$ cat config.mk
export PLATFORM = sky130hd
export DESIGN_NAME = fsw_write_guard
export DESIGN_NICKNAME = d
export VERILOG_FILES = /design/src/rtl/fsw_pkg.sv /design/src/rtl/fsw_write_guard.sv /design/src/rtl/fsw_section_map.sv
export SDC_FILE = /design/constraint.sdc
export NUM_CORES = 1
export LEC_CHECK = 0
export ABC_AREA = 1
export CAP_MARGIN = 20
export CORE_MARGIN = 5
export CORE_UTILIZATION = 30
export CTS_CLUSTER_DIAMETER = 80
export DETAILED_ROUTE_END_ITERATION = 7
export DONT_BUFFER_PORTS = 1
export PLACE_DENSITY_LB_ADDON = 0.05
export SLEW_MARGIN = 25
export SYNTH_ARGS = -nofsm -noshare
export SYNTH_HDL_FRONTEND = slang
export SYNTH_SLANG_ARGS = --single-unit
$ cat constraint.sdc
create_clock -name clk_sys_in -period 3.2 [get_ports clk_sys_in]
set_input_delay 0.64 -clock clk_sys_in [delete_from_list [all_inputs] [get_ports clk_sys_in]]
set_output_delay 0.64 -clock clk_sys_in [all_outputs]
set_load 0.01 [all_outputs]
$ cat src/rtl/fsw_pkg.sv
// package: constants and carriers for the flash section write guard
package fsw_pkg;
   localparam int ADDR_W = 16;
   localparam int BLOCK_SHIFT = 8;
   localparam logic [16:0] FLASH_LAST = 17'h0bfff;
   localparam logic [7:0] BOOT_END_DEFAULT = 8'h00;
   localparam logic [7:0] CODE_END_DEFAULT = 8'h00;
   localparam int PAGE_BYTES = 32;
   localparam int IDX_W = 5;
   localparam int PAGE_W = ADDR_W - IDX_W;
   localparam logic [7:0] REG_CTRL = 8'h00;
   localparam logic [7:0] REG_CMD = 8'h04;
   localparam logic [7:0] REG_STATUS = 8'h08;
   localparam int CTRL_LOCK = 0;
   localparam int CTRL_CWP = 1;
   localparam int CTRL_VSEL = 2;
   localparam logic [2:0] CMD_WRITE = 3'h1;
   localparam logic [2:0] CMD_ERASE = 3'h2;
   localparam logic [2:0] CMD_ERWR = 3'h3;
   localparam logic [2:0] CMD_CLEAR = 3'h4;
   localparam int ST_REFUSED = 0;
   localparam int ST_ARMED = 1;
   localparam int ST_SEC = 2;
   localparam int ST_BOOT = 8;
   localparam int ST_CODE = 16;
   localparam logic [1:0] RESP_OKAY = 2'h0;
   localparam logic [1:0] RESP_SLVERR = 2'h2;
   localparam logic [7:0] BYTE_ERASED = 8'hff;

   typedef enum logic [1:0] {SEC_BOOT, SEC_CODE, SEC_DATA} fsw_section_e;

   typedef struct packed {
      logic valid;
      logic eeprom;
      logic [ADDR_W-1:0] addr;
      logic [7:0] data;
   } fsw_store_s;

   typedef struct packed {
      logic valid;
      logic erase;
      logic write;
      logic eeprom;
      logic [PAGE_W-1:0] page;
      logic [PAGE_BYTES-1:0] mask;
   } fsw_commit_s;

   typedef logic [PAGE_BYTES-1:0][7:0] fsw_buf_t;
endpackage

$ cat src/rtl/fsw_write_guard.sv
// flash section write guard: section checks, page buffer, lock and protect bits
`timescale 1ns/1ns
// Functional notes
// - flash commits always cover a whole page
// - boundaries are fuse times 256, boot at zero
// - boot fuse zero makes all flash boot
// - code fuse zero: code section to flash end
// - code fuse not above boot: no code section
// - otherwise code between boundaries, data after
// - boundary past flash end uses fuse default
// - vectors at code start, boot when selected
// - boot code may write code and data
// - code may write data, never boot
// - data-section code may write nothing
// - boot section never written by the cpu
// - boot lock blocks boot reads after leaving
// - code protect bit stops code section updates
// - eeprom updates only marked bytes
// - buffer store ands new and old byte
module fsw_write_guard (
   input wire logic clk_sys_in,
   input wire logic sys_rst_in,
   input wire logic [7:0] boot_end_fuse_in,
   input wire logic [7:0] code_end_fuse_in,
   input wire logic [fsw_pkg::ADDR_W-1:0] cpu_pc_in,
   input fsw_pkg::fsw_store_s cpu_st_in,
   input wire logic cpu_rd_valid_in,
   input wire logic [fsw_pkg::ADDR_W-1:0] cpu_rd_addr_in,
   input wire logic [7:0] s_axi_awaddr_in,
   input wire logic s_axi_awvalid_in,
   output logic s_axi_awready_out,
   input wire logic [31:0] s_axi_wdata_in,
   input wire logic [3:0] s_axi_wstrb_in,
   input wire logic s_axi_wvalid_in,
   output logic s_axi_wready_out,
   output logic [1:0] s_axi_bresp_out,
   output logic s_axi_bvalid_out,
   input wire logic s_axi_bready_in,
   input wire logic [7:0] s_axi_araddr_in,
   input wire logic s_axi_arvalid_in,
   output logic s_axi_arready_out,
   output logic [31:0] s_axi_rdata_out,
   output logic [1:0] s_axi_rresp_out,
   output logic s_axi_rvalid_out,
   input wire logic s_axi_rready_in,
   output logic st_refused_out,
   output logic rd_blocked_out,
   output logic [fsw_pkg::ADDR_W-1:0] vector_base_out,
   output fsw_pkg::fsw_commit_s commit_out,
   output fsw_pkg::fsw_buf_t page_buf_out
);
   logic [7:0] boot_fuse_reg;
   logic [7:0] code_fuse_reg;
   logic [7:0] eff_boot;
   logic [7:0] eff_code;
   fsw_pkg::fsw_section_e pc_sec;
   fsw_pkg::fsw_section_e st_sec;
   fsw_pkg::fsw_section_e rd_sec;
   logic st_permit;
   logic st_take;
   logic boot_lock_reg;
   logic lock_armed_reg;
   logic cwp_reg;
   logic vsel_reg;
   logic refused_sticky_reg;
   logic [7:0] aw_addr_reg;
   logic [31:0] w_data_reg;
   logic [3:0] w_strb_reg;
   logic wr_fire;
   logic cmd_go;
   logic commit_ok;
   logic buf_clear;
   logic [fsw_pkg::PAGE_BYTES-1:0] mark_reg;
   logic buf_ee_reg;
   logic [fsw_pkg::PAGE_W-1:0] buf_page_reg;
   logic [fsw_pkg::IDX_W-1:0] st_idx;
   logic [31:0] rd_word;

   // fuses are static while running; sampled only while reset is held
   always_ff @(posedge clk_sys_in) begin
      if (sys_rst_in) begin
         boot_fuse_reg <= boot_end_fuse_in;
         code_fuse_reg <= code_end_fuse_in;
      end
   end

   fsw_section_map u_pc_map (
      .boot_end_fuse_in(boot_fuse_reg),
      .code_end_fuse_in(code_fuse_reg),
      .addr_in(cpu_pc_in),
      .section_out(pc_sec),
      .boot_end_out(eff_boot),
      .code_end_out(eff_code)
   );

   fsw_section_map u_st_map (
      .boot_end_fuse_in(boot_fuse_reg),
      .code_end_fuse_in(code_fuse_reg),
      .addr_in(cpu_st_in.addr),
      .section_out(st_sec),
      .boot_end_out(),
      .code_end_out()
   );

   fsw_section_map u_rd_map (
      .boot_end_fuse_in(boot_fuse_reg),
      .code_end_fuse_in(code_fuse_reg),
      .addr_in(cpu_rd_addr_in),
      .section_out(rd_sec),
      .boot_end_out(),
      .code_end_out()
   );

   // directional write protection, decided from the live pc
   always_comb begin
      st_permit = 1'b0;
      if (pc_sec != fsw_pkg::SEC_DATA) begin
         if (cpu_st_in.eeprom) begin
            st_permit = 1'b1;
         end else begin
            unique case (st_sec)
               fsw_pkg::SEC_BOOT: st_permit = 1'b0;
               fsw_pkg::SEC_CODE: st_permit = (pc_sec == fsw_pkg::SEC_BOOT) && !cwp_reg;
               fsw_pkg::SEC_DATA: st_permit = 1'b1;
               default: st_permit = 1'b0;
            endcase
         end
      end
   end

   assign st_take = cpu_st_in.valid && st_permit;
   assign st_idx = cpu_st_in.addr[fsw_pkg::IDX_W-1:0];

   always_ff @(posedge clk_sys_in) begin
      if (sys_rst_in) begin
         st_refused_out <= 1'b0;
      end else begin
         st_refused_out <= cpu_st_in.valid && !st_permit;
      end
   end

   // page buffer: each byte erased to ones, stores and into it
   for (genvar i = 0; i < fsw_pkg::PAGE_BYTES; i++) begin : g_buf
      always_ff @(posedge clk_sys_in) begin
         if (sys_rst_in || buf_clear) begin
            page_buf_out[i] <= fsw_pkg::BYTE_ERASED;
            mark_reg[i] <= 1'b0;
         end else if (st_take && (int'(st_idx) == i)) begin
            page_buf_out[i] <= page_buf_out[i] & cpu_st_in.data;
            mark_reg[i] <= 1'b1;
         end
      end
   end

   always_ff @(posedge clk_sys_in) begin
      if (sys_rst_in) begin
         buf_ee_reg <= 1'b0;
         buf_page_reg <= '0;
      end else if (st_take) begin
         buf_ee_reg <= cpu_st_in.eeprom;
         buf_page_reg <= cpu_st_in.addr[fsw_pkg::ADDR_W-1:fsw_pkg::IDX_W];
      end
   end

   // commit: an empty buffer has no page address, so the command is dropped
   assign cmd_go = wr_fire && (aw_addr_reg == fsw_pkg::REG_CMD) && w_strb_reg[0];
   assign commit_ok = cmd_go && (mark_reg != '0) &&
      ((w_data_reg[2:0] == fsw_pkg::CMD_WRITE) || (w_data_reg[2:0] == fsw_pkg::CMD_ERASE) ||
       (w_data_reg[2:0] == fsw_pkg::CMD_ERWR));
   assign buf_clear = commit_ok || (cmd_go && (w_data_reg[2:0] == fsw_pkg::CMD_CLEAR));

   always_ff @(posedge clk_sys_in) begin
      if (sys_rst_in) begin
         commit_out <= '0;
      end else begin
         commit_out.valid <= commit_ok;
         if (commit_ok) begin
            commit_out.erase <= w_data_reg[2:0] != fsw_pkg::CMD_WRITE;
            commit_out.write <= w_data_reg[2:0] != fsw_pkg::CMD_ERASE;
            commit_out.eeprom <= buf_ee_reg;
            commit_out.page <= buf_page_reg;
            // flash never takes a partial page; eeprom only marked bytes
            commit_out.mask <= buf_ee_reg ? mark_reg : '1;
         end
      end
   end

   // lock and protect bits are one-way until reset
   always_ff @(posedge clk_sys_in) begin
      if (sys_rst_in) begin
         boot_lock_reg <= 1'b0;
         cwp_reg <= 1'b0;
         vsel_reg <= 1'b0;
      end else if (wr_fire && (aw_addr_reg == fsw_pkg::REG_CTRL) && w_strb_reg[0]) begin
         if (w_data_reg[fsw_pkg::CTRL_LOCK] && (pc_sec == fsw_pkg::SEC_BOOT)) begin
            boot_lock_reg <= 1'b1;
         end
         if (w_data_reg[fsw_pkg::CTRL_CWP]) begin
            cwp_reg <= 1'b1;
         end
         vsel_reg <= w_data_reg[fsw_pkg::CTRL_VSEL];
      end
   end

   always_ff @(posedge clk_sys_in) begin
      if (sys_rst_in) begin
         lock_armed_reg <= 1'b0;
      end else if (boot_lock_reg && (pc_sec != fsw_pkg::SEC_BOOT)) begin
         lock_armed_reg <= 1'b1;
      end
   end

   always_ff @(posedge clk_sys_in) begin
      if (sys_rst_in) begin
         rd_blocked_out <= 1'b0;
      end else begin
         rd_blocked_out <= lock_armed_reg && ((cpu_rd_valid_in && rd_sec == fsw_pkg::SEC_BOOT) ||
            pc_sec == fsw_pkg::SEC_BOOT);
      end
   end

   always_ff @(posedge clk_sys_in) begin
      if (sys_rst_in) begin
         vector_base_out <= '0;
      end else begin
         vector_base_out <= vsel_reg ? '0 : {eff_boot, 8'h00};
      end
   end

   // refused flag: a new refusal beats a same-cycle software clear
   always_ff @(posedge clk_sys_in) begin
      if (sys_rst_in) begin
         refused_sticky_reg <= 1'b0;
      end else if (cpu_st_in.valid && !st_permit) begin
         refused_sticky_reg <= 1'b1;
      end else if (wr_fire && (aw_addr_reg == fsw_pkg::REG_STATUS) && w_strb_reg[0] &&
                   w_data_reg[fsw_pkg::ST_REFUSED]) begin
         refused_sticky_reg <= 1'b0;
      end
   end

   // axi4-lite write: address and data taken in any order, one at a time
   assign wr_fire = !s_axi_awready_out && !s_axi_wready_out && !s_axi_bvalid_out;

   always_ff @(posedge clk_sys_in) begin
      if (sys_rst_in) begin
         s_axi_awready_out <= 1'b1;
         aw_addr_reg <= '0;
      end else if (s_axi_awready_out && s_axi_awvalid_in) begin
         s_axi_awready_out <= 1'b0;
         aw_addr_reg <= s_axi_awaddr_in;
      end else if (s_axi_bvalid_out && s_axi_bready_in) begin
         s_axi_awready_out <= 1'b1;
      end
   end

   always_ff @(posedge clk_sys_in) begin
      if (sys_rst_in) begin
         s_axi_wready_out <= 1'b1;
         w_data_reg <= '0;
         w_strb_reg <= '0;
      end else if (s_axi_wready_out && s_axi_wvalid_in) begin
         s_axi_wready_out <= 1'b0;
         w_data_reg <= s_axi_wdata_in;
         w_strb_reg <= s_axi_wstrb_in;
      end else if (s_axi_bvalid_out && s_axi_bready_in) begin
         s_axi_wready_out <= 1'b1;
      end
   end

   always_ff @(posedge clk_sys_in) begin
      if (sys_rst_in) begin
         s_axi_bvalid_out <= 1'b0;
         s_axi_bresp_out <= fsw_pkg::RESP_OKAY;
      end else if (wr_fire) begin
         s_axi_bvalid_out <= 1'b1;
         s_axi_bresp_out <= (aw_addr_reg == fsw_pkg::REG_CTRL || aw_addr_reg == fsw_pkg::REG_CMD ||
            aw_addr_reg == fsw_pkg::REG_STATUS) ? fsw_pkg::RESP_OKAY : fsw_pkg::RESP_SLVERR;
      end else if (s_axi_bready_in) begin
         s_axi_bvalid_out <= 1'b0;
      end
   end

   // axi4-lite read: one-cycle answer, unmapped words read zero with slverr
   always_comb begin
      rd_word = '0;
      if (s_axi_araddr_in == fsw_pkg::REG_CTRL) begin
         rd_word[fsw_pkg::CTRL_LOCK] = boot_lock_reg;
         rd_word[fsw_pkg::CTRL_CWP] = cwp_reg;
         rd_word[fsw_pkg::CTRL_VSEL] = vsel_reg;
      end else if (s_axi_araddr_in == fsw_pkg::REG_STATUS) begin
         rd_word[fsw_pkg::ST_REFUSED] = refused_sticky_reg;
         rd_word[fsw_pkg::ST_ARMED] = lock_armed_reg;
         rd_word[fsw_pkg::ST_SEC +: 2] = pc_sec;
         rd_word[fsw_pkg::ST_BOOT +: 8] = eff_boot;
         rd_word[fsw_pkg::ST_CODE +: 8] = eff_code;
      end
   end

   always_ff @(posedge clk_sys_in) begin
      if (sys_rst_in) begin
         s_axi_arready_out <= 1'b1;
         s_axi_rvalid_out <= 1'b0;
         s_axi_rdata_out <= '0;
         s_axi_rresp_out <= fsw_pkg::RESP_OKAY;
      end else if (s_axi_arready_out && s_axi_arvalid_in) begin
         s_axi_arready_out <= 1'b0;
         s_axi_rvalid_out <= 1'b1;
         s_axi_rdata_out <= rd_word;
         s_axi_rresp_out <= (s_axi_araddr_in == fsw_pkg::REG_CTRL ||
            s_axi_araddr_in == fsw_pkg::REG_CMD || s_axi_araddr_in == fsw_pkg::REG_STATUS) ?
            fsw_pkg::RESP_OKAY : fsw_pkg::RESP_SLVERR;
      end else if (s_axi_rvalid_out && s_axi_rready_in) begin
         s_axi_rvalid_out <= 1'b0;
         s_axi_arready_out <= 1'b1;
      end
   end
endmodule // fsw_write_guard

$ cat src/rtl/fsw_section_map.sv
// section classifier: effective fuses and the section an address falls in
`timescale 1ns/1ns
module fsw_section_map (
   input wire logic [7:0] boot_end_fuse_in,
   input wire logic [7:0] code_end_fuse_in,
   input wire logic [fsw_pkg::ADDR_W-1:0] addr_in,
   output fsw_pkg::fsw_section_e section_out,
   output logic [7:0] boot_end_out,
   output logic [7:0] code_end_out
);
   logic [16:0] boot_raw;
   logic [16:0] code_raw;
   logic [16:0] boot_b;
   logic [16:0] code_b;
   logic [16:0] addr_x;

   assign boot_raw = {1'b0, boot_end_fuse_in, 8'h00};
   assign code_raw = {1'b0, code_end_fuse_in, 8'h00};
   // out-of-range boundaries fall back to the fuse default
   assign boot_end_out = (boot_raw > fsw_pkg::FLASH_LAST) ?
      fsw_pkg::BOOT_END_DEFAULT : boot_end_fuse_in;
   assign code_end_out = (code_raw > fsw_pkg::FLASH_LAST) ?
      fsw_pkg::CODE_END_DEFAULT : code_end_fuse_in;
   assign boot_b = {1'b0, boot_end_out, 8'h00};
   assign code_b = {1'b0, code_end_out, 8'h00};
   assign addr_x = {1'b0, addr_in};

   always_comb begin
      if (boot_end_out == 8'h00) begin
         section_out = fsw_pkg::SEC_BOOT;
      end else if (addr_x < boot_b) begin
         section_out = fsw_pkg::SEC_BOOT;
      end else if (code_end_out == 8'h00) begin
         section_out = fsw_pkg::SEC_CODE;
      end else if (code_end_out <= boot_end_out) begin
         section_out = fsw_pkg::SEC_DATA;
      end else if (addr_x < code_b) begin
         section_out = fsw_pkg::SEC_CODE;
      end else begin
         section_out = fsw_pkg::SEC_DATA;
      end
   end
endmodule // fsw_section_map

==> results summary, run 1 <==
The worst slack at placement came out at -0.507 ns. Grouping stages by cell kind, the critical path spends the most delay in simple AND/OR/NAND/NOR gates. The die covers 66800 µm². The sequential area share after synthesis came out at 0.459. The sequential cells in the finished layout cover a total of 8510 µm².

The vias after detailed routing came out at 16.8k. The total of fill cells in the finished design came out at 6416. CTS built an H-tree with a depth of 2.

The arrival time of data at the critical path endpoint is 3.88 ns. The most used flip-flop cell after synthesis is sky130_fd_sc_hd__dfxtp_1. The number of global-route vias before repair is 15.6k. The library cell with the largest summed area after synthesis is sky130_fd_sc_hd__dfxtp_1. The kind of critical path is reg2reg. The first-pass GRT wire length came out at 102 mm. The largest fanout on the critical path is 8. Together, buffers and inverters on the worst path number 7.

The number of non-filler instances in the completed layout came out at 3548. The final clock skew is 0.0194 ns. The tightest min-delay check is of the in2reg type. The headroom to the max-slew limit came out at 0.490. The number of synthesized register bits is 417. The die is 258 µm wide. The detailed router finished its first iteration with 960 violations. After synthesis the cells add up to 18500 µm². The leakage dissipation came out at 11.3 nW. The placer congestion estimate is 0.785. The worst setup path is captured at a flop.

STA classifies the critical path startpoint as a flop. The number of placement rows is 91. Counting along the longest clock path gives a buffer depth of 3. The smallest clock period supported by the final layout is computed as 3.35 ns. The number of antenna violations at the first check in global routing came out at 1.

Setup repair after global routing could not meet its margin everywhere. The slowest stage of the critical path belongs to the cell sky130_fd_sc_hd__edfxtp_1. The total count of max-transition violations in the final report is 0. From synthesis to final layout, the design area changed by 22.5%. After layout, the worst setup slack is -0.149 ns.

The number of maximum-capacitance constraint violations is 0. The number of failing setup endpoints in the final timing report came out at 278. The placeable core region came out at 61400 µm². The effective utilization at floorplan is 0.302. Yosys printed 0 warnings.

The highest clock rate is 299 MHz. The sink count of the clock tree came out at 417. The clock root buffer is sky130_fd_sc_hd__clkbuf_16. The overall routing resource usage came out at 0.197. Global routing finished with a remaining overflow of 0. The proportion of netlist area held by the largest area contributor came out at 0.434. Summed over all layers, the routed wires come to 69.9 mm.

The total clock buffers created by CTS is 51. The number of design rule violations left after detail routing is 0. The total power density per cell area came out at 550 nW/µm².

The flow ran to the end, but the final reports show violations. The pin slew with the least headroom to its limit came out at 0.765 ns. In this run, distinct cell masters in the synthesized netlist total 38. The final reports fail on setup timing. The post-detailed-route count of antenna-violating nets is 0. Traced cell by cell, the critical path runs through buf_4 > inv_1 > ha_2 > buf_4 > inv_1 > ha_1 > a21oi_1 > and3_4 > nand2_4 > a21oi_2 > ha_2 > inv_1 > nor2_1 > nand2_1 > nand2_1 > nand2_2 > nand2_4 > nand3_4 > buf_12 > buf_16 > nor2_4 > nand2_1 > nand3_1.

The pin count of the biggest net entering global routing came out at 101. The footprint of the multi-input gates came out at 8590 µm². In the post-synthesis netlist, the biggest area contributors are sky130_fd_sc_hd__dfxtp_1 (43%), sky130_fd_sc_hd__nand2_1 (19%), sky130_fd_sc_hd__inv_1 (8.1%), sky130_fd_sc_hd__nand3_1 (7.5%), sky130_fd_sc_hd__a21oi_1 (3.8%). The port buffer count came out at 0.

The first-pass iteration count of the detailed router came out at 8. The tightest hold path in the finished design has a slack of 0.143 ns. The number of failing hold endpoints at the final stage is 0. The share of async-settable or async-resettable flops after synthesis came out at 0.

The fraction of final layout cells sized beyond drive strength 1 came out at 0.133. IR analysis of the VDD net gives a maximum drop of 373 µV. The register with the most flip-flops in the layout has 256 of them. The count of antenna diodes in the layout is 0. The largest stage delay on the critical path is 0.39 ns. Summing all placed instances gives a cell area of 19900 µm². The vertical extent of the die came out at 258 µm. The number of enable flip-flop cells after synthesis came out at 16. The detailed-route vias per instance came out at 4.74.

The net count of the finished layout is 2901. TritonCTS built the clock tree. The cell count after synthesis came out at 2640. The half-perimeter wire length after detailed placement is 48.2 mm. The number of placed instances, taps included is 3432.

The per-cell routed wire length came out at 19.7 µm. The final cell area excluding filler cells came out at 22700 µm². Dividing the synthesized area by the synthesized cell count gives 7.01 µm². After clock tree synthesis, the clock-pin slew on the worst setup and hold paths is 0.06 ns. In this run the count of I/O pins placed on the die edge is 496.

The post-route fraction of the period consumed by the critical path is 1.05. The clock latency of the later-clocked register in the worst-skew pair came out at 0.60 ns. For the worst setup path, the data required time is 3.73 ns.
==> Yosys cell counts, types with 2 or more instances <==
| cell | instances |
|---|---|
| sky130_fd_sc_hd__buf_2 | 33 |
| sky130_fd_sc_hd__o211ai_1 | 4 |
| sky130_fd_sc_hd__nor4_1 | 8 |
| sky130_fd_sc_hd__inv_2 | 2 |
| sky130_fd_sc_hd__a21oi_1 | 141 |
| sky130_fd_sc_hd__inv_1 | 402 |
| sky130_fd_sc_hd__o21bai_1 | 32 |
| sky130_fd_sc_hd__buf_4 | 29 |
| sky130_fd_sc_hd__nor2_4 | 10 |
| sky130_fd_sc_hd__ha_1 | 49 |
| sky130_fd_sc_hd__clkbuf_1 | 64 |
| sky130_fd_sc_hd__nand4_1 | 65 |
| sky130_fd_sc_hd__nor2_1 | 99 |
| sky130_fd_sc_hd__nor3_1 | 5 |
| sky130_fd_sc_hd__nor2_2 | 16 |
| sky130_fd_sc_hd__edfxtp_1 | 16 |
| sky130_fd_sc_hd__nand4_2 | 2 |
| sky130_fd_sc_hd__nand3_1 | 277 |
| sky130_fd_sc_hd__buf_1 | 2 |
| sky130_fd_sc_hd__dfxtp_1 | 401 |
| sky130_fd_sc_hd__o21ai_0 | 27 |
| sky130_fd_sc_hd__nand2_1 | 939 |
| sky130_fd_sc_hd__and3_1 | 2 |
==> where the power goes <==
part	leakage, nW	internal, mW	switching, mW
clock	0.831	3.36	2.36
sequential	3.41	5.32	0.0976
combinational	7.04	0.548	0.791
==> cell families after synthesis <==
group,Yosys count,share of synthesized area
and+or+nand+nor,1430,0.329
AOI/OAI and AO/OA,210,0.0625
adders and majority gates,49,0.0331
buffers and inverters,533,0.116
DFF,417,0.459
other,1,0.000203
==> stage by stage <==
stage | util | power (mW) | setup TNS, ns
after floorplan | - | 6.29 | 0
after global placement | 0.324 | 6.58 | -99.97
after detailed placement | 0.324 | 6.61 | -112.18
after CTS | 0.359 | 12.5 | -63.72
after global routing | 0.370 | 13.1 | -94.59
final | 0.370 | 12.5 | -20.46
==> placed cells by master, fill, tap and decap left out, types with 37 or more instances in the layout <==
cell type,instances
sky130_fd_sc_hd__buf_6,37
sky130_fd_sc_hd__nand4_1,65
sky130_fd_sc_hd__dfxtp_1,401
sky130_fd_sc_hd__buf_4,74
sky130_fd_sc_hd__a21oi_1,135
sky130_fd_sc_hd__inv_1,393
sky130_fd_sc_hd__nor2_1,87
sky130_fd_sc_hd__clkbuf_16,54
sky130_fd_sc_hd__nand3_1,255
sky130_fd_sc_hd__nand2_1,897
==> worst paths after layout <==
kind,start,endpoint,slack (ns),depth (start not counted)
max,code_fuse_reg[6]$_DFFE_PP_,page_buf_out[80]$_SDFFE_PP1P_,-0.15,23
max reg2reg,code_fuse_reg[6]$_DFFE_PP_,page_buf_out[80]$_SDFFE_PP1P_,-0.15,23
min,boot_end_fuse_in[3],boot_fuse_reg[3]$_DFFE_PP_,0.14,0
min reg2reg,buf_page_reg[9]$_SDFFE_PP0P_,buf_page_reg[9]$_SDFFE_PP0P_,0.46,2
==> area by class of cell <==
class,count,share of cell area
inverter,405,0.0680
sequential,417,0.375
timing repair buffer,132,0.0620
clock buffer,74,0.0667
tap,790,0.0436
multi-input combinational,1711,0.378
clock inverter,19,0.00634
==> timing repair <==
item                                    CTS  global route
hold endpoints to repair                  0             0
cloned                                    3             3
pin swaps                                15           106
resized for setup                        80           124
endpoints found under the setup margin  302           302
buffers inserted                         11             8
hold buffers                              0             0
==> per-layer routing <==
| metal | GRT usage | wire [µm] |
|---|---|---|
| met1 | 0.247 | 29500 |
| met2 | 0.319 | 32100 |
| met3 | 0.0770 | 6400 |
| met4 | 0.0511 | 1900 |
| met5 | 0 | 20 |
Note: power is estimated with default switching activity, not from simulation.
==> run 2: changes to the inputs <==
--- a/config.mk
+++ b/config.mk
@@ -7,12 +7,14 @@
 export LEC_CHECK = 0
 export ABC_AREA = 1
 export CAP_MARGIN = 20
+export CORE_ASPECT_RATIO = 1.75
 export CORE_MARGIN = 5
 export CORE_UTILIZATION = 30
 export CTS_CLUSTER_DIAMETER = 80
 export DETAILED_ROUTE_END_ITERATION = 7
 export DONT_BUFFER_PORTS = 1
 export PLACE_DENSITY_LB_ADDON = 0.05
+export REMOVE_ABC_BUFFERS = 1
 export SLEW_MARGIN = 25
 export SYNTH_ARGS = -nofsm -noshare
 export SYNTH_HDL_FRONTEND = slang
==> run 2 against run 1 <==
- the flow still finishes with violations (setup timing)
- highest routed layer is now met4
- utilization rose by 0.81 points
- die area rose by 0.30%
- critical endpoint is now page_buf_out[130]$_SDFFE_PP1P_
- global-route usage rose by 1.3 points
- first-iteration DRC count fell by 39%
- register-to-register slack got worse by 0.14 ns
- clock power fell by 7.9%
==> results summary, run 2 (synthesis results as in run 1) <==
The worst min-delay path category is in2reg. The total power density per cell area came out at 522 nW/µm² (-5.1%). The sink count of the clock tree is 417 (unchanged). The final clock skew came out at 0.0205 ns (+0.00113 ns). The net total in the final layout came out at 2929 (+0.97%). The die boundary width is 198 µm (-23%). Broken down by cell family, the worst path's largest delay share belongs to simple AND/OR/NAND/NOR gates. The half-perimeter wire length after detailed placement was 51.9 mm (+7.7%). The leakage dissipation is 11.3 nW (about the same). The first-pass GRT wire length is 108 mm (+5.5%). The overall routing resource usage came out at 0.210 (+0.0129). The clock-pin slew on the worst setup and hold paths is 0.06 ns (about the same).

The vias after detailed routing came out at 17.1k (+1.4%). The kind of start point of the critical path is a flop. The count of antenna diodes in the layout came out at 0 (unchanged). The port buffer count was 0 (unchanged). The area of the die came out at 67000 µm² (+0.30%). The number of antenna violations at the first check in global routing was 0 (-1). The final cell area excluding filler cells is 23100 µm² (+2.0%). The post-detailed-route count of antenna-violating nets came to 0 (unchanged). The required time at the worst-slack endpoint came out at 3.67 ns (-0.06 ns). The total count of max-transition violations in the final report came out at 0 (unchanged). The total of hold buffers inserted after clock tree synthesis came out at 0 (unchanged). The number of failing hold endpoints at the final stage is 0 (unchanged).

The maximum vdd drop came out at 461 µV (+23%). The number of maximum-capacitance constraint violations is 0 (unchanged). The headroom to the max-slew limit came out at 0.442 (-0.0487).

The worst setup path is captured at a flop. The total of fill cells in the finished design came out at 6493 (+1.2%). The run finished, with violations left.

The number of failing setup endpoints in the final timing report came to 302 (+8.6%). The fraction of final layout cells sized beyond drive strength 1 came out at 0.173 (+0.0397). The final worst setup slack is -0.289 ns (-0.140 ns).

The pin slew with the least headroom to its limit came out at 0.838 ns (+0.0730 ns). The placer congestion estimate is 0.897 (+14%). The largest stage delay on the critical path came out at 0.45 ns (+0.06 ns).

The DRC violation total after the first TritonRoute iteration is 583 (-39%). The maximum level of the CTS H-tree came to 2 (unchanged). The largest fanout on the critical path came to 8 (unchanged). Leaving out fill and tap cells, the most frequent cell in the layout is sky130_fd_sc_hd__nand2_1. The number of placed instances, taps included is 3463 (+0.90%).

The global-route congestion overflow total came out at 0 (unchanged). The total clock buffers created by CTS was 45 (-12%). The buffers plus inverters on the worst setup path came out at 7 (unchanged).

The number of flip-flops under the largest register name is 256 (unchanged). The maximum number of buffers from clock root to sink is 3 (unchanged). TritonCTS built the clock tree. The post-layout minimum cycle time came to 3.49 ns (+0.140 ns). The critical-path cell with the highest stage delay is sky130_fd_sc_hd__edfxtp_1. The post-route fraction of the period consumed by the critical path is 1.09 (+0.0438).

The final wirelength came to 73.5 mm (+5.2%). The number of global-route vias before repair is 16.7k (+6.8%). The number of non-filler instances in the completed layout came out at 3571 (+0.65%).

The highest clock rate came out at 287 MHz (-4.0%). The checks that failed: setup timing. The number of top-level pins is 496 (unchanged). The per-cell routed wire length came out at 20.6 µm (+4.5%).

The vertical extent of the die is 339 µm (+31%). The clock latency of the later-clocked register in the worst-skew pair came out at 0.59 ns (about the same). The number of placement rows is 120 (+32%). The detailed-route vias per instance is 4.78 (+0.79%).

The pin count of the biggest net entering global routing came out at 101 (unchanged). In the layout the commonest cells are sky130_fd_sc_hd__nand2_1 (848), sky130_fd_sc_hd__dfxtp_1 (401), sky130_fd_sc_hd__inv_1 (394). The placeable core region is 61300 µm² (-0.18%). The first-pass iteration count of the detailed router is 4 (-4).

The number of design rule violations left after detail routing came out at 0 (unchanged). The placed instance area came out at 20100 µm² (+1.2%). Setup repair after global routing could not meet its margin everywhere. The arrival time of data at the critical path endpoint came out at 3.96 ns (+0.08 ns). The cell sitting at the root of the clock tree is a sky130_fd_sc_hd__clkbuf_16. The area overhead of the layout relative to synthesis came out at 25.0%.

The effective utilization at floorplan came to 0.302 (+0.000549). The critical path in this run is classified as reg2reg. The worst hold slack came to 0.131 ns (-0.0123 ns).
## run 2: per-stage QoR
step / util / power [mW] / setup slack, ns / setup TNS (ns)
global placement: 0.329 / 6.64 / -0.633 / -129.48
CTS: 0.368 / 12.2 / -0.320 / -70.92
detailed placement: 0.329 / 6.66 / -0.603 / -126.46
floorplan: - / 6.16 / -4.13 / -1089.78
global route: 0.378 / 12.6 / -0.523 / -128.62
finish: 0.378 / 12.1 / -0.289 / -58.92
## run 2: path summary, 6_finish.rpt
check | slack (ns) | endpoint | from | cells past startpoint
min reg2reg | 0.47 | buf_page_reg[7]$_SDFFE_PP0P_ | buf_page_reg[7]$_SDFFE_PP0P_ | 2
max reg2reg | -0.29 | page_buf_out[130]$_SDFFE_PP1P_ | boot_fuse_reg[6]$_DFFE_PP_ | 26
min | 0.13 | s_axi_rdata_out[11]$_SDFFE_PP0P_ | sys_rst_in | 1
max | -0.29 | page_buf_out[130]$_SDFFE_PP1P_ | boot_fuse_reg[6]$_DFFE_PP_ | 26
## run 2: power by group
| part | switching [mW] | leakage, nW | internal [mW] | total [mW] |
|---|---|---|---|---|
| clock | 2.26 | 0.712 | 3.01 | 5.27 |
| sequential | 0.102 | 3.41 | 5.32 | 5.42 |
| combinational | 0.823 | 7.16 | 0.563 | 1.39 |
| total | 3.18 | 11.3 | 8.89 | 12.1 |
## run 2: final cells by class
type                            count  area (µm²)  area share
Multi-Input combinational cell   1711        8960       0.387
Sequential cell                   417        8510       0.368
Timing Repair Buffer              166        1700      0.0735
Inverter                          405        1540      0.0664
Clock buffer                       67        1320      0.0570
Tap cell                          793         992      0.0429
Clock inverter                     12         128     0.00551
## run 2: per-layer routing
metal | track usage | vias to the layer above | wire length, µm
li1 | - | 8409 | -
met1 | 0.206 | 8047 | 25300
met2 | 0.391 | 514 | 38400
met3 | 0.0909 | 105 | 7430
met4 | 0.0655 | 0 | 2340
met5 | 0 | - | 0
## run 2: repair_timing
| action | 4_1_cts | 5_1_grt |
|---|---|---|
| endpoints found under the setup margin | 302 | 302 |
| gates cloned | 1 | 1 |
| resized for setup | 197 | 131 |
| setup buffers | 25 | 11 |
| pin swaps | 61 | 97 |
==> run 3: changes to the inputs <==
--- a/config.mk
+++ b/config.mk
@@ -13,8 +13,10 @@
 export CTS_CLUSTER_DIAMETER = 80
 export DETAILED_ROUTE_END_ITERATION = 7
 export DONT_BUFFER_PORTS = 1
+export GPL_ROUTABILITY_DRIVEN = 0
 export PLACE_DENSITY_LB_ADDON = 0.05
 export REMOVE_ABC_BUFFERS = 1
+export SKIP_CTS_REPAIR_TIMING = 1
 export SLEW_MARGIN = 25
 export SYNTH_ARGS = -nofsm -noshare
 export SYNTH_HDL_FRONTEND = slang
==> run 3 against run 2 <==
- the run still ends with setup timing left
- worst hold slack better by 0.0057 ns
- die area stayed put
- clock-buffer cell count stayed put
- combinational power is 9% lower
- non-clock buffer count is 15 lower
- cell count is 0.42% lower
- cell area is 2.8% lower
- fmax is 1.5% lower
- clock power hardly changed
- utilization is 1.1 points lower
- critical endpoint is now mark_reg[16]$_SDFFE_PP0P_
==> results summary, run 3 (synthesis results as in run 1) <==
The run finished, with violations left. The final reports fail on setup timing. The area overhead of the layout relative to synthesis came out at 21.5%. The top cell types in the final layout, fill and taps aside, are sky130_fd_sc_hd__nand2_1 (899), sky130_fd_sc_hd__dfxtp_1 (401), sky130_fd_sc_hd__inv_1 (397).

The number of design rule violations left after detail routing is 0 (unchanged). The final wirelength is 73.0 mm (-0.74%). The share of power burned in registers was 0.453 (+0.004). The most common library cell in the layout ignoring fill and taps is sky130_fd_sc_hd__nand2_1. The clock root buffer is sky130_fd_sc_hd__clkbuf_16.

The clock-pin slew on the worst setup and hold paths is 0.06 ns (about the same). The worst setup path is launched from a flop. The number of placed instances, taps included came out at 3463 (unchanged). The total power density per cell area came out at 531 nW/µm² (+1.8%). The TritonCTS clock tree is yes. The die boundary width came out at 198 µm (unchanged). The area of the die came out at 67000 µm² (unchanged). The final worst setup slack is -0.342 ns (-0.0533 ns). The total count of max-transition violations in the final report came out at 0 (unchanged).

The placed instance area came out at 20100 µm² (unchanged). The number of non-filler instances in the completed layout is 3556 (-0.42%). The utilization of the core after routing came out at 0.367 (-0.0105).

The headroom to the max-slew limit is 0.445 (+0.00289). The final clock skew is 0.0225 ns (+0.00193 ns). The hold-critical path depth came to 1 (unchanged). The pin count of the biggest net entering global routing came to 101 (unchanged). The vias after detailed routing came to 16.9k (-0.89%). The per-cell routed wire length is 20.5 µm (-0.32%). The number of top-level pins came out at 496 (unchanged). The half-perimeter wire length after detailed placement came out at 51.9 mm (unchanged). The number of failing setup endpoints in the final timing report came out at 302 (unchanged).

The depth of the worst register-to-register path was 25 (-3.8%). The leakage dissipation is 11.4 nW (+0.78%). The net total in the final layout is 2914 (-0.51%). The critical path is of the reg2reg type. The net switching fraction of the power came out at 0.262 (-0.00121). The first-pass GRT wire length is 106 mm (-1.5%). STA classifies the critical path endpoint as a flop. The post-layout minimum cycle time is 3.54 ns (+0.0533 ns). The first-pass iteration count of the detailed router is 5 (+1). The largest fanout on the critical path came out at 15 (+7).

The post-detailed-route count of antenna-violating nets is 0 (unchanged). The number of failing hold endpoints at the final stage came out at 0 (unchanged). The maximum level of the CTS H-tree came out at 2 (unchanged). The maximum vdd drop came out at 451 µV (-2.1%). The DRC violation total after the first TritonRoute iteration came to 598 (+2.6%). The combinational cell fraction of total power came out at 0.107 (-0.008). The min-delay analysis places its worst path in the category in2reg.

The overall routing resource usage was 0.207 (-0.00300). The arrival time of data at the critical path endpoint came out at 4.07 ns (+0.11 ns). The number of maximum-capacitance constraint violations was 0 (unchanged). The post-route fraction of the period consumed by the critical path came out at 1.11 (+0.0167). The power consumption is 11.9 mW (-1.1%). The number of antenna violations at the first check in global routing was 0 (unchanged). The required time at the worst-slack endpoint came to 3.72 ns (+0.05 ns). The total clock buffers created by CTS was 45 (unchanged).

The placeable core region is 61300 µm² (unchanged). The share of total power in the clock network is 0.440 (+0.004). The pin slew with the least headroom to its limit is 0.833 ns (-0.00434 ns). The net switching power is 3.14 mW (-1.5%). The detailed-route vias per instance is 4.76 (-0.47%). The number of placement rows is 120 (unchanged). The internal power of the cells came out at 8.81 mW (-0.90%). The maximum number of buffers from clock root to sink came out at 3 (unchanged). The highest clock rate was 282 MHz (-1.5%). The clock latency of the later-clocked register in the worst-skew pair came out at 0.59 ns (about the same). The port buffer count is 0 (unchanged).

The global-route congestion overflow total came out at 0 (unchanged). The final cell area excluding filler cells came out at 22500 µm² (-2.8%). The number of flip-flops under the largest register name came out at 256 (unchanged). The sink count of the clock tree is 417 (unchanged). The number of global-route vias before repair came out at 16.2k (-2.5%). The vertical extent of the die is 339 µm (unchanged).

The fraction of final layout cells sized beyond drive strength 1 came out at 0.130 (-0.0429). The effective utilization at floorplan came out at 0.302 (unchanged). Setup repair after global routing could not meet its margin everywhere. The worst slack at placement came to -0.603 ns (unchanged). The count of antenna diodes in the layout is 0 (unchanged).
run 3: worst paths after layout:
kind                                start                                to  slack [ns]
max            boot_fuse_reg[6]$_DFFE_PP_         mark_reg[16]$_SDFFE_PP0P_       -0.34
min                            sys_rst_in  s_axi_rdata_out[15]$_SDFFE_PP0P_        0.14
max reg2reg    boot_fuse_reg[6]$_DFFE_PP_         mark_reg[16]$_SDFFE_PP0P_       -0.34
min reg2reg  buf_page_reg[7]$_SDFFE_PP0P_      buf_page_reg[7]$_SDFFE_PP0P_        0.46
run 3: power groups by stage:
stage / clock network [mW] / logic, mW / registers [mW]
finish: 5.26 / 1.27 / 5.41
global route: 5.66 / 1.42 / 5.42
CTS: 5.48 / 1.14 / 5.41
detailed placement: 0 / 1.13 / 5.53
global placement: 0 / 1.11 / 5.53
floorplan: 0 / 0.658 / 5.50
run 3: metrics by stage:
stage | hold WS [ns] | TNS [ns]
after floorplan | 0.436 | -1089.78
after global placement | 0.448 | -129.48
after detailed placement | 0.451 | -126.46
after CTS | 0.0918 | -132.17
after global routing | 0.0847 | -146.27
final | 0.137 | -72.49
run 3: per-layer routing:
| layer | global-route usage | share of wire |
|---|---|---|
| met4 | 0.0627 | 0.030 |
| met5 | 0 | 0 |
| met2 | 0.384 | 0.52 |
| met3 | 0.0900 | 0.098 |
| met1 | 0.205 | 0.35 |
run 3: cell type report:
cell class | count | area [µm²]
clock buffer | 67 | 1320
clock inverter | 12 | 128
fill | 6510 | 38800
inverter | 405 | 1530
multi-input combinational | 1711 | 8570
sequential | 417 | 8510
tap | 793 | 992
timing repair buffer | 151 | 1450
run 3: critical path: stages (launching register included):
cell and delay [ns]:
sky130_fd_sc_hd__edfxtp_1 0.43, sky130_fd_sc_hd__buf_4 0.18, sky130_fd_sc_hd__inv_1 0.06, sky130_fd_sc_hd__ha_2 0.18, sky130_fd_sc_hd__inv_2 0.09, sky130_fd_sc_hd__ha_4 0.29
sky130_fd_sc_hd__nand2_1 0.06, sky130_fd_sc_hd__nor2_2 0.10, sky130_fd_sc_hd__nand2_1 0.10, sky130_fd_sc_hd__nand2_2 0.10, sky130_fd_sc_hd__and3_1 0.16, sky130_fd_sc_hd__nand2_2 0.07
sky130_fd_sc_hd__a21oi_2 0.16, sky130_fd_sc_hd__ha_2 0.19, sky130_fd_sc_hd__inv_2 0.03, sky130_fd_sc_hd__nor2_2 0.08, sky130_fd_sc_hd__nand2_1 0.05, sky130_fd_sc_hd__nand2_1 0.09
sky130_fd_sc_hd__nand2_2 0.07, sky130_fd_sc_hd__nand2_4 0.10, sky130_fd_sc_hd__buf_4 0.13, sky130_fd_sc_hd__buf_12 0.14, sky130_fd_sc_hd__nand4_1 0.19, sky130_fd_sc_hd__buf_4 0.20
sky130_fd_sc_hd__buf_4 0.13, sky130_fd_sc_hd__a21oi_2 0.09
